`src/shared/ulw_cfg.svh`:
```
`ifndef ULW_CFG_SVH
`define ULW_CFG_SVH
// register offsets (byte addresses) and reset value
`define ULW_CTRL_OFS  8'h00
`define ULW_HITS_OFS  8'h04
`define ULW_FILLS_OFS 8'h08
`define ULW_CTRL_RST  6'h03
`define ULW_CTRL_W    6
// control fields
`define ULW_C_EN_TOP  0
`define ULW_C_EN_PTR  1
`define ULW_C_NOEX_EN 2
`define ULW_C_S2X_EN  3
`define ULW_C_XACC_EN 4
`define ULW_C_CMODE   5
// walk entry fields, first-level format
`define ULW_B_P       0
`define ULW_B_RW      1
`define ULW_B_US      2
`define ULW_B_WTHR    3
`define ULW_B_CDIS    4
`define ULW_B_A       5
`define ULW_B_PS      7
`define ULW_B_EA      10
`define ULW_B_NOEX    63
// walk entry fields, second-stage format
`define ULW_B_R       0
`define ULW_B_W       1
`define ULW_B_X       2
// next-table address and reserved span
`define ULW_ADDR_HI   51
`define ULW_ADDR_LO   12
`define ULW_RSV_HI    62
`define ULW_RSV_LO    52
// tag shifts and first-level top bound
`define ULW_TOP_SH    39
`define ULW_PTR_SH    30
`define ULW_FL_TOP    48
// stored permission vector
`define ULW_P_WR      0
`define ULW_P_RD      1
`define ULW_P_XB      2
`define ULW_P_CDIS    3
`define ULW_P_WTHR    4
`define ULW_PW        5
`endif

```
`src/shared/ulw_pkg.sv`:
```
package ulw_pkg;
  // mapping kind of a walk or lookup
  typedef enum logic [1:0] {
    ULW_FL = 2'b00,
    ULW_SL = 2'b01,
    ULW_NS = 2'b11
  } ulw_mode_e;
  // which upper level an entry caches
  typedef enum logic {
    ULW_TOP = 1'b0,
    ULW_PTR = 1'b1
  } ulw_lvl_e;
endpackage

```
`src/logic/ulw_cache.sv`:
```
// Design decisions made here: strobed register access and the address map.
`timescale 1ns/1ps
`include "ulw_cfg.svh"

module ulw_cache
  import ulw_pkg::*;
#(
  parameter int NENT = 8,
  parameter int GUEST_AW = 48,
  parameter int DIDW = 16,
  parameter int PASW = 20
) (
  // clock and reset
  input  wire logic              mclk,
  input  wire logic              rst_b,
  // register port
  input  wire logic [7:0]        reg_addr,
  input  wire logic [31:0]       reg_wdata,
  input  wire logic              reg_wr,
  input  wire logic              reg_rd,
  output logic      [31:0]       reg_rdata,
  // lookup request
  input  wire logic              lk_valid,
  input  wire logic [1:0]        lk_mode,
  input  wire logic [DIDW-1:0]   lk_did,
  input  wire logic [PASW-1:0]   lk_pasid,
  input  wire logic [63:0]       lk_addr,
  // lookup answer
  output logic                   lk_done,
  output logic                   lk_hit_top,
  output logic                   lk_hit_ptr,
  output logic      [39:0]       lk_next,
  output logic      [4:0]        lk_perm,
  // fill from the walker
  input  wire logic              fl_valid,
  input  wire logic              fl_lvl,
  input  wire logic [1:0]        fl_mode,
  input  wire logic              fl_fault,
  input  wire logic [DIDW-1:0]   fl_did,
  input  wire logic [PASW-1:0]   fl_pasid,
  input  wire logic [63:0]       fl_addr,
  input  wire logic [63:0]       fl_up_raw,
  input  wire logic [63:0]       fl_cur_raw,
  input  wire logic [39:0]       fl_sl_addr,
  input  wire logic              fl_sl_r,
  input  wire logic              fl_sl_w,
  input  wire logic              fl_sl_x,
  input  wire logic              fl_sl_up_r,
  input  wire logic              fl_sl_up_w,
  // fill answer
  output logic                   fl_done,
  output logic                   fl_cached,
  output logic      [1:0]        fl_acc_set
);

  localparam int TW = GUEST_AW - `ULW_PTR_SH;
  localparam int IW = (NENT > 1) ? $clog2(NENT) : 1;

  // tag slice by level and mode; bits above the mode's width read as zero
  function automatic logic [TW-1:0] tag_of(input logic [63:0] a, input logic l,
                                           input logic [1:0] m);
    int sh;
    int hi;
    sh = l ? `ULW_PTR_SH : `ULW_TOP_SH;
    hi = (m == ULW_SL) ? GUEST_AW : `ULW_FL_TOP;
    tag_of = '0;
    for (int i = 0; i < TW; i++) begin
      if ((i < hi - sh) && (i + sh < 64)) tag_of[i] = a[i + sh];
    end
  endfunction

  // ==========================================================
  // registers
  logic [`ULW_CTRL_W-1:0] ctrl;
  logic [15:0]            hits;
  logic [15:0]            fills;

  // control: cache enables, execute and accessed enables, caching mode
  always_ff @(posedge mclk or negedge rst_b) begin
    if (!rst_b) begin
      ctrl <= `ULW_CTRL_RST;
    end else if (reg_wr && reg_addr == `ULW_CTRL_OFS) begin
      ctrl <= reg_wdata[`ULW_CTRL_W-1:0];
    end
  end

  // read data stands only in the cycle after the strobe; unmapped reads zero
  always_ff @(posedge mclk or negedge rst_b) begin
    if (!rst_b) begin
      reg_rdata <= '0;
    end else if (reg_rd) begin
      unique case (reg_addr)
        `ULW_CTRL_OFS:  reg_rdata <= {{(32-`ULW_CTRL_W){1'b0}}, ctrl};
        `ULW_HITS_OFS:  reg_rdata <= {16'h0000, hits};
        `ULW_FILLS_OFS: reg_rdata <= {16'h0000, fills};
        default:        reg_rdata <= '0;
      endcase
    end else begin
      reg_rdata <= '0;
    end
  end

  // ==========================================================
  // entry array, shared by both levels and all mapping kinds
  logic [NENT-1:0]  e_v;
  logic             e_lvl   [NENT];
  logic [1:0]       e_mode  [NENT];
  logic [DIDW-1:0]  e_did   [NENT];
  logic [PASW-1:0]  e_pasid [NENT];
  logic [TW-1:0]    e_tag   [NENT];
  logic [39:0]      e_addr  [NENT];
  logic [4:0]       e_perm  [NENT];
  logic [NENT-1:0]  m_top;
  logic [NENT-1:0]  m_ptr;

  // per entry match: kind, domain, PASID unless second stage, tag
  for (genvar g = 0; g < NENT; g++) begin : g_match
    logic hit;
    assign hit = e_v[g] && e_mode[g] == lk_mode && e_did[g] == lk_did
                 && (e_mode[g] == ULW_SL || e_pasid[g] == lk_pasid)
                 && e_tag[g] == tag_of(lk_addr, e_lvl[g], e_mode[g]);
    assign m_top[g] = hit && !e_lvl[g] && ctrl[`ULW_C_EN_TOP];
    assign m_ptr[g] = hit && e_lvl[g] && ctrl[`ULW_C_EN_PTR];
  end

  // ==========================================================
  // lookup: pointer hit wins since it skips both fetches
  logic [39:0] next_addr;
  logic [4:0]  next_perm;

  always_comb begin
    next_addr = '0;
    next_perm = '0;
    for (int i = 0; i < NENT; i++) begin
      if (m_top[i] && m_ptr == '0) begin
        next_addr = e_addr[i];
        next_perm = e_perm[i];
      end
    end
    for (int i = 0; i < NENT; i++) begin
      if (m_ptr[i]) begin
        next_addr = e_addr[i];
        next_perm = e_perm[i];
      end
    end
  end

  // answer one cycle after the request; a miss tells the walker to fetch
  always_ff @(posedge mclk or negedge rst_b) begin
    if (!rst_b) begin
      lk_done    <= 1'b0;
      lk_hit_top <= 1'b0;
      lk_hit_ptr <= 1'b0;
      lk_next    <= '0;
      lk_perm    <= '0;
    end else begin
      lk_done    <= lk_valid;
      lk_hit_top <= lk_valid && m_top != '0 && m_ptr == '0;
      lk_hit_ptr <= lk_valid && m_ptr != '0;
      lk_next    <= next_addr;
      lk_perm    <= next_perm;
    end
  end

  // ==========================================================
  // fill decode
  logic            isptr;
  logic            page;
  logic            rsv_ok;
  logic            pres;
  logic            rw_ok;
  logic            na_cu;
  logic            na_up;
  logic            acc_ok;
  logic            strict_ok;
  logic            create;
  logic            zero_tag;
  logic [4:0]      next_eperm;
  logic [39:0]     next_eaddr;
  logic [IW-1:0]   victim;

  always_comb begin
    isptr  = fl_lvl == ULW_PTR;
    // the top entry of a pointer fill is checked too
    page   = fl_cur_raw[`ULW_B_PS] || (isptr && fl_up_raw[`ULW_B_PS]);
    rsv_ok = fl_cur_raw[`ULW_RSV_HI:`ULW_RSV_LO] == '0
             && (!isptr || fl_up_raw[`ULW_RSV_HI:`ULW_RSV_LO] == '0);
    pres   = fl_cur_raw[`ULW_B_P] && (!isptr || fl_up_raw[`ULW_B_P]);
    rw_ok  = (fl_cur_raw[`ULW_B_R] || fl_cur_raw[`ULW_B_W])
             && (!isptr || fl_up_raw[`ULW_B_R] || fl_up_raw[`ULW_B_W]);
    // accessed flags still clear; set by the walker before use
    na_cu  = !fl_cur_raw[`ULW_B_A] || (ctrl[`ULW_C_XACC_EN] && !fl_cur_raw[`ULW_B_EA]);
    na_up  = isptr && (!fl_up_raw[`ULW_B_A]
             || (ctrl[`ULW_C_XACC_EN] && !fl_up_raw[`ULW_B_EA]));
    acc_ok = fl_mode != ULW_NS
             || ((!na_cu || fl_sl_w) && (!na_up || fl_sl_up_w));
    if (fl_mode == ULW_SL) begin
      strict_ok = rsv_ok && rw_ok;
    end else begin
      strict_ok = rsv_ok && pres && acc_ok
                  && (fl_mode != ULW_NS || (fl_sl_r && (!isptr || fl_sl_up_r)));
    end
    // next-level contents are not examined, so empty tables still cache
    create = fl_valid && !page
             && (isptr ? ctrl[`ULW_C_EN_PTR] : ctrl[`ULW_C_EN_TOP])
             && (ctrl[`ULW_C_CMODE] || (!fl_fault && strict_ok));
    zero_tag = ctrl[`ULW_C_CMODE] && fl_fault
               && !((fl_mode == ULW_SL) ? rw_ok : pres);
  end

  // stored permissions per mapping kind
  always_comb begin
    next_eperm = '0;
    next_eaddr = fl_cur_raw[`ULW_ADDR_HI:`ULW_ADDR_LO];
    if (fl_mode == ULW_SL) begin
      next_eperm[`ULW_P_RD] = fl_cur_raw[`ULW_B_R] && (!isptr || fl_up_raw[`ULW_B_R]);
      next_eperm[`ULW_P_WR] = fl_cur_raw[`ULW_B_W] && (!isptr || fl_up_raw[`ULW_B_W]);
      next_eperm[`ULW_P_XB] = ctrl[`ULW_C_S2X_EN]
                              && !(fl_cur_raw[`ULW_B_X] && (!isptr || fl_up_raw[`ULW_B_X]));
    end else begin
      next_eperm[`ULW_P_WR] = fl_cur_raw[`ULW_B_RW] && (!isptr || fl_up_raw[`ULW_B_RW]);
      next_eperm[`ULW_P_RD] = fl_cur_raw[`ULW_B_US] && (!isptr || fl_up_raw[`ULW_B_US]);
      next_eperm[`ULW_P_XB] = ctrl[`ULW_C_NOEX_EN]
                              && (fl_cur_raw[`ULW_B_NOEX] || (isptr && fl_up_raw[`ULW_B_NOEX]));
      next_eperm[`ULW_P_CDIS] = fl_cur_raw[`ULW_B_CDIS];
      next_eperm[`ULW_P_WTHR] = fl_cur_raw[`ULW_B_WTHR];
      if (fl_mode == ULW_NS) begin
        next_eaddr = fl_sl_addr;
        next_eperm[`ULW_P_WR] = next_eperm[`ULW_P_WR] && fl_sl_w;
        next_eperm[`ULW_P_XB] = next_eperm[`ULW_P_XB]
                                || (ctrl[`ULW_C_S2X_EN] && !fl_sl_x);
      end
    end
  end

  // ==========================================================
  // entry valid bits and round-robin victim; no memory snoop exists
  always_ff @(posedge mclk or negedge rst_b) begin
    if (!rst_b) begin
      e_v    <= '0;
      victim <= '0;
    end else if (create) begin
      e_v[victim] <= 1'b1;
      victim      <= (victim == IW'(NENT - 1)) ? '0 : victim + 1'b1;
    end
  end

  // entry payload; needs no reset, guarded by the valid bits
  always_ff @(posedge mclk) begin
    if (create) begin
      e_lvl[victim]   <= fl_lvl;
      e_mode[victim]  <= fl_mode;
      e_did[victim]   <= zero_tag ? '0 : fl_did;
      e_pasid[victim] <= (zero_tag || fl_mode == ULW_SL) ? '0 : fl_pasid;
      e_tag[victim]   <= tag_of(fl_addr, fl_lvl, fl_mode);
      e_addr[victim]  <= next_eaddr;
      e_perm[victim]  <= next_eperm;
    end
  end

  // fill answer; accessed-set requests only for faultless first-level kinds
  always_ff @(posedge mclk or negedge rst_b) begin
    if (!rst_b) begin
      fl_done    <= 1'b0;
      fl_cached  <= 1'b0;
      fl_acc_set <= '0;
    end else begin
      fl_done    <= fl_valid;
      fl_cached  <= create;
      fl_acc_set <= (create && !fl_fault && fl_mode != ULW_SL)
                    ? {na_up, na_cu}
                    : 2'b00;
    end
  end

  // statistics counters, wrap on overflow
  always_ff @(posedge mclk or negedge rst_b) begin
    if (!rst_b) begin
      hits  <= '0;
      fills <= '0;
    end else begin
      hits  <= hits + 16'(lk_valid && (m_top != '0 || m_ptr != '0));
      fills <= fills + 16'(create);
    end
  end
endmodule  // ulw_cache

```
`config.mk`:
```
export PLATFORM = sky130hd
export DESIGN_NAME = ulw_cache
export DESIGN_NICKNAME = d
export VERILOG_FILES = /design/src/shared/ulw_pkg.sv /design/src/logic/ulw_cache.sv
export VERILOG_INCLUDE_DIRS = /design/src /design/src/shared
export SDC_FILE = /design/constraint.sdc
export NUM_CORES = 2
export LEC_CHECK = 0
export ABC_CLOCK_PERIOD_IN_PS = 12550
export BUFFER_PORTS_ARGS = -buffer_cell sky130_fd_sc_hd__buf_2
export CELL_PAD_IN_SITES_DETAIL_PLACEMENT = 0
export CELL_PAD_IN_SITES_GLOBAL_PLACEMENT = 1
export CORE_MARGIN = 4
export CORE_UTILIZATION = 25
export DETAILED_ROUTE_END_ITERATION = 8
export PLACE_DENSITY = 0.49
export SKIP_CTS_REPAIR_TIMING = 1
export SLEW_MARGIN = 10
export SYNTH_ARGS = -nofsm -noshare
export SYNTH_HDL_FRONTEND = slang
export SYNTH_SLANG_ARGS = --single-unit
```
`constraint.sdc`:
```
create_clock -name mclk -period 12.55 [get_ports mclk]
set_input_delay 1.8825 -clock mclk [delete_from_list [all_inputs] [get_ports mclk]]
set_output_delay 1.8825 -clock mclk [all_outputs]
set_load 0.02 [all_outputs]
```
==> metrics.txt <==
WS Path Type input pin to register; slowest stage delay, CP 1.05 ns; height of the die roughly 430 um; Seq/Total Area, Yosys ~62%; CP startpoint kind input pin; # DRC 0; Slew @ Worst Pin between 1 and 1.5 ns; post-layout util ~30%; worst min path class register to register; Post-Route WL roughly 160 mm; clock buffer depth 3; largest net degree at the start of global routing 78; power per cell area 134 nW/um^2; Leak Pwr 18.2 nW; worst-path cell chain buf_2 -> mux2i_1 -> xnor2_1 -> nor4_1 -> nand4_1 -> nor4_4 -> buf_4 -> nor4_4 -> nand4_1 -> or2_2 -> buf_4 -> nor2_1 -> o311ai_1; CP endpoint kind register; Area growth syn-to-layout 17.3%; asr flop ratio synth between 10% and 20%; vias in the first global route 29,700; total number of vias between 30,000 and 40,000; Clk Latency, worst-skew pair approximately 0.73 ns; register area around 27,000 um^2; Top Family by Delay on Critical Path simple AND/OR/NAND/NOR gates; WL per Instance ~27 um; endpoints failing setup 0; Worst Path Required roughly 13 ns; final hold viol count 0; TritonCTS clock tree yes; RSZ-0062 raised after global routing no; met1 Use GR between 20% and 30%; Post-Syn Instances 3,422; # fillers between 15,000 and 20,000; met3 usage about 2.1%; post-synth top area share 55.8%; Syn. warnings 0; die area between 150,000 and 200,000 um^2; R2R Setup Slk 6.35 ns; Post-Route Skew roughly 0.025 ns; largest area contributor in the netlist edfxtp_1; slew margin rel. approximately 14%; synth top area cells edfxtp_1 56%, dfrtp_1 6.6%, xnor2_1 4.6%, xor2_1 3.4%, nand2_1 2.1%; Netlist cell types 87; Core Rows 153; Yosys reg bits a little over 900; Starting Density between 20% and 30%; # port buffers around 320; Final HPWL DP roughly 100 mm; status finished, final reports clean; Cell Area, Synth around 44,000 um^2; drt pass-1 iters 8; root buffer cell clkbuf_16; met2 usage between 20% and 30%; Iteration-0 DRC Markers around 2,700; antenna violations before repair 16; total negative slack 0 ns; most frequent cell after synthesis edfxtp_1; fin nets slightly above 4,000; total grt overflow 0; Vias/cell between 4 and 5; number of synthesized flops with an enable pin between 800 and 900; Buf/Inv on CP 3; DP Area 47,900 um^2; Final Max Slew Viols 0; VDD IR-drop max ~0.000096 V; Clock Sinks 933; grt peak-use layer met2; fmax around 140 MHz; crit-path max FO 47; Die X about 430 um; core area ~170,000 um^2; total CTS buffers 112; gr usage total 17.6%; first-pass GRT wire length between 200 and 250 mm; H-tree depth 3; Final ANT Viol Nets 0; Syn Area/Cell 12.8 um^2; GP Congestion between 0.8 and 0.9; Worst-path clk slew 0.05 ns; Top FF cell, synth edfxtp_1; CP arrival about 7.7 ns; top cells by instance count after synthesis 816 x edfxtp_1, 251 x nand2_1, 229 x xnor2_1; Worst Hold Slack around 0.48 ns; period utilization 56.9%; design area between 50,000 and 60,000 um^2; # Max-Cap Violations 0; multi-input logic area 15,000 um^2; post-route minimum period a little over 7 ns; # IOs 509; cell with the largest stage delay on the worst path nor4_1; share of cells above drive strength 1 ~18%
[logic make-up after synthesis]
group / Yosys count / share of synthesized area [%]
AO/OA/AOI/OAI: 751 / 12.5
AND/OR/NAND/NOR: 832 / 9.75
other: 1 / 0.00854
flip-flops: 933 / 62.5
XOR/XNOR: 399 / 7.96
adder cells (fa/ha/maj): 6 / 0.171
multiplexers: 130 / 3.17
buffers and inverters: 370 / 3.95
[final timing paths]
| check | startpoint | endpoint | depth (start not counted) |
|---|---|---|---|
| hold / removal | fills[15] | fills[15] | 1 |
| setup reg to reg | e_lvl[0] | lk_next[21] | 13 |
| hold reg to reg | fills[15] | fills[15] | 1 |
| max in group asynchronous | rst_b | hits[15] | 2 |
| setup / recovery | lk_addr[41] | lk_next[21] | 13 |
| min in group asynchronous | rst_b | lk_next[38] | 1 |
[where the power goes]
part           leakage [nW]  switching, W  internal [W]  total, W
sequential             8.95    0.00000346       0.00339   0.00339
combinational          7.47      0.000222     0.0000967  0.000319
clock                  1.74       0.00134       0.00185   0.00319
total                  18.2       0.00156       0.00534   0.00690
[through the flow]
step | cells | power (W) | setup slack [ns]
6_report | 6116 | 0.00690 | 5.41
5_1_grt | 6114 | 0.00716 | 5.23
4_1_cts | 6113 | 0.00701 | 5.51
3_5_place_dp | 5902 | 0.00379 | 4.72
3_3_place_gp | 5902 | 0.00378 | 4.72
2_1_floorplan | 3437 | 0.00362 | 1.80
[registers in the layout (all words and copies together), names as in the netlist, 40 cells and up]
| register | flops |
|---|---|
| e_pasid | 160 |
| e_addr | 320 |
| e_perm | 40 |
| e_tag | 144 |
| e_did | 128 |
| lk_next | 40 |
[cell usage in the layout (no fill, tap or decap), types with 71 or more instances in the layout]
| master | count |
|---|---|
| inv_1 | 112 |
| xnor2_1 | 229 |
| dfrtp_1 | 115 |
| nor2_1 | 177 |
| buf_2 | 323 |
| edfxtp_1 | 816 |
| xor2_1 | 170 |
| nand2_1 | 249 |
| clkbuf_16 | 113 |
| o21ai_0 | 78 |
| a21oi_1 | 160 |
| buf_4 | 71 |
[final cells by class]
type / count / share of cell area (%)
Clock inverter: 55 / 0.947
Antenna cell: 3 / 0.0146
Clock buffer: 156 / 5.98
Sequential cell: 933 / 53.3
Multi-Input combinational cell: 2134 / 29.1
Tap cell: 2325 / 5.65
Timing Repair Buffer: 395 / 4.20
Inverter: 115 / 0.838
[per-layer routing]
metal  part of all wire [%]  vias up  wire [um]
met5                 0.0049        -          8
met4                    2.5        2       4140
met3                    5.7      217       9330
met2                     48     1052      79100
met1                     44    15400      72100
li1                       -    13500          -
Note: power is estimated with default switching activity, not from simulation.
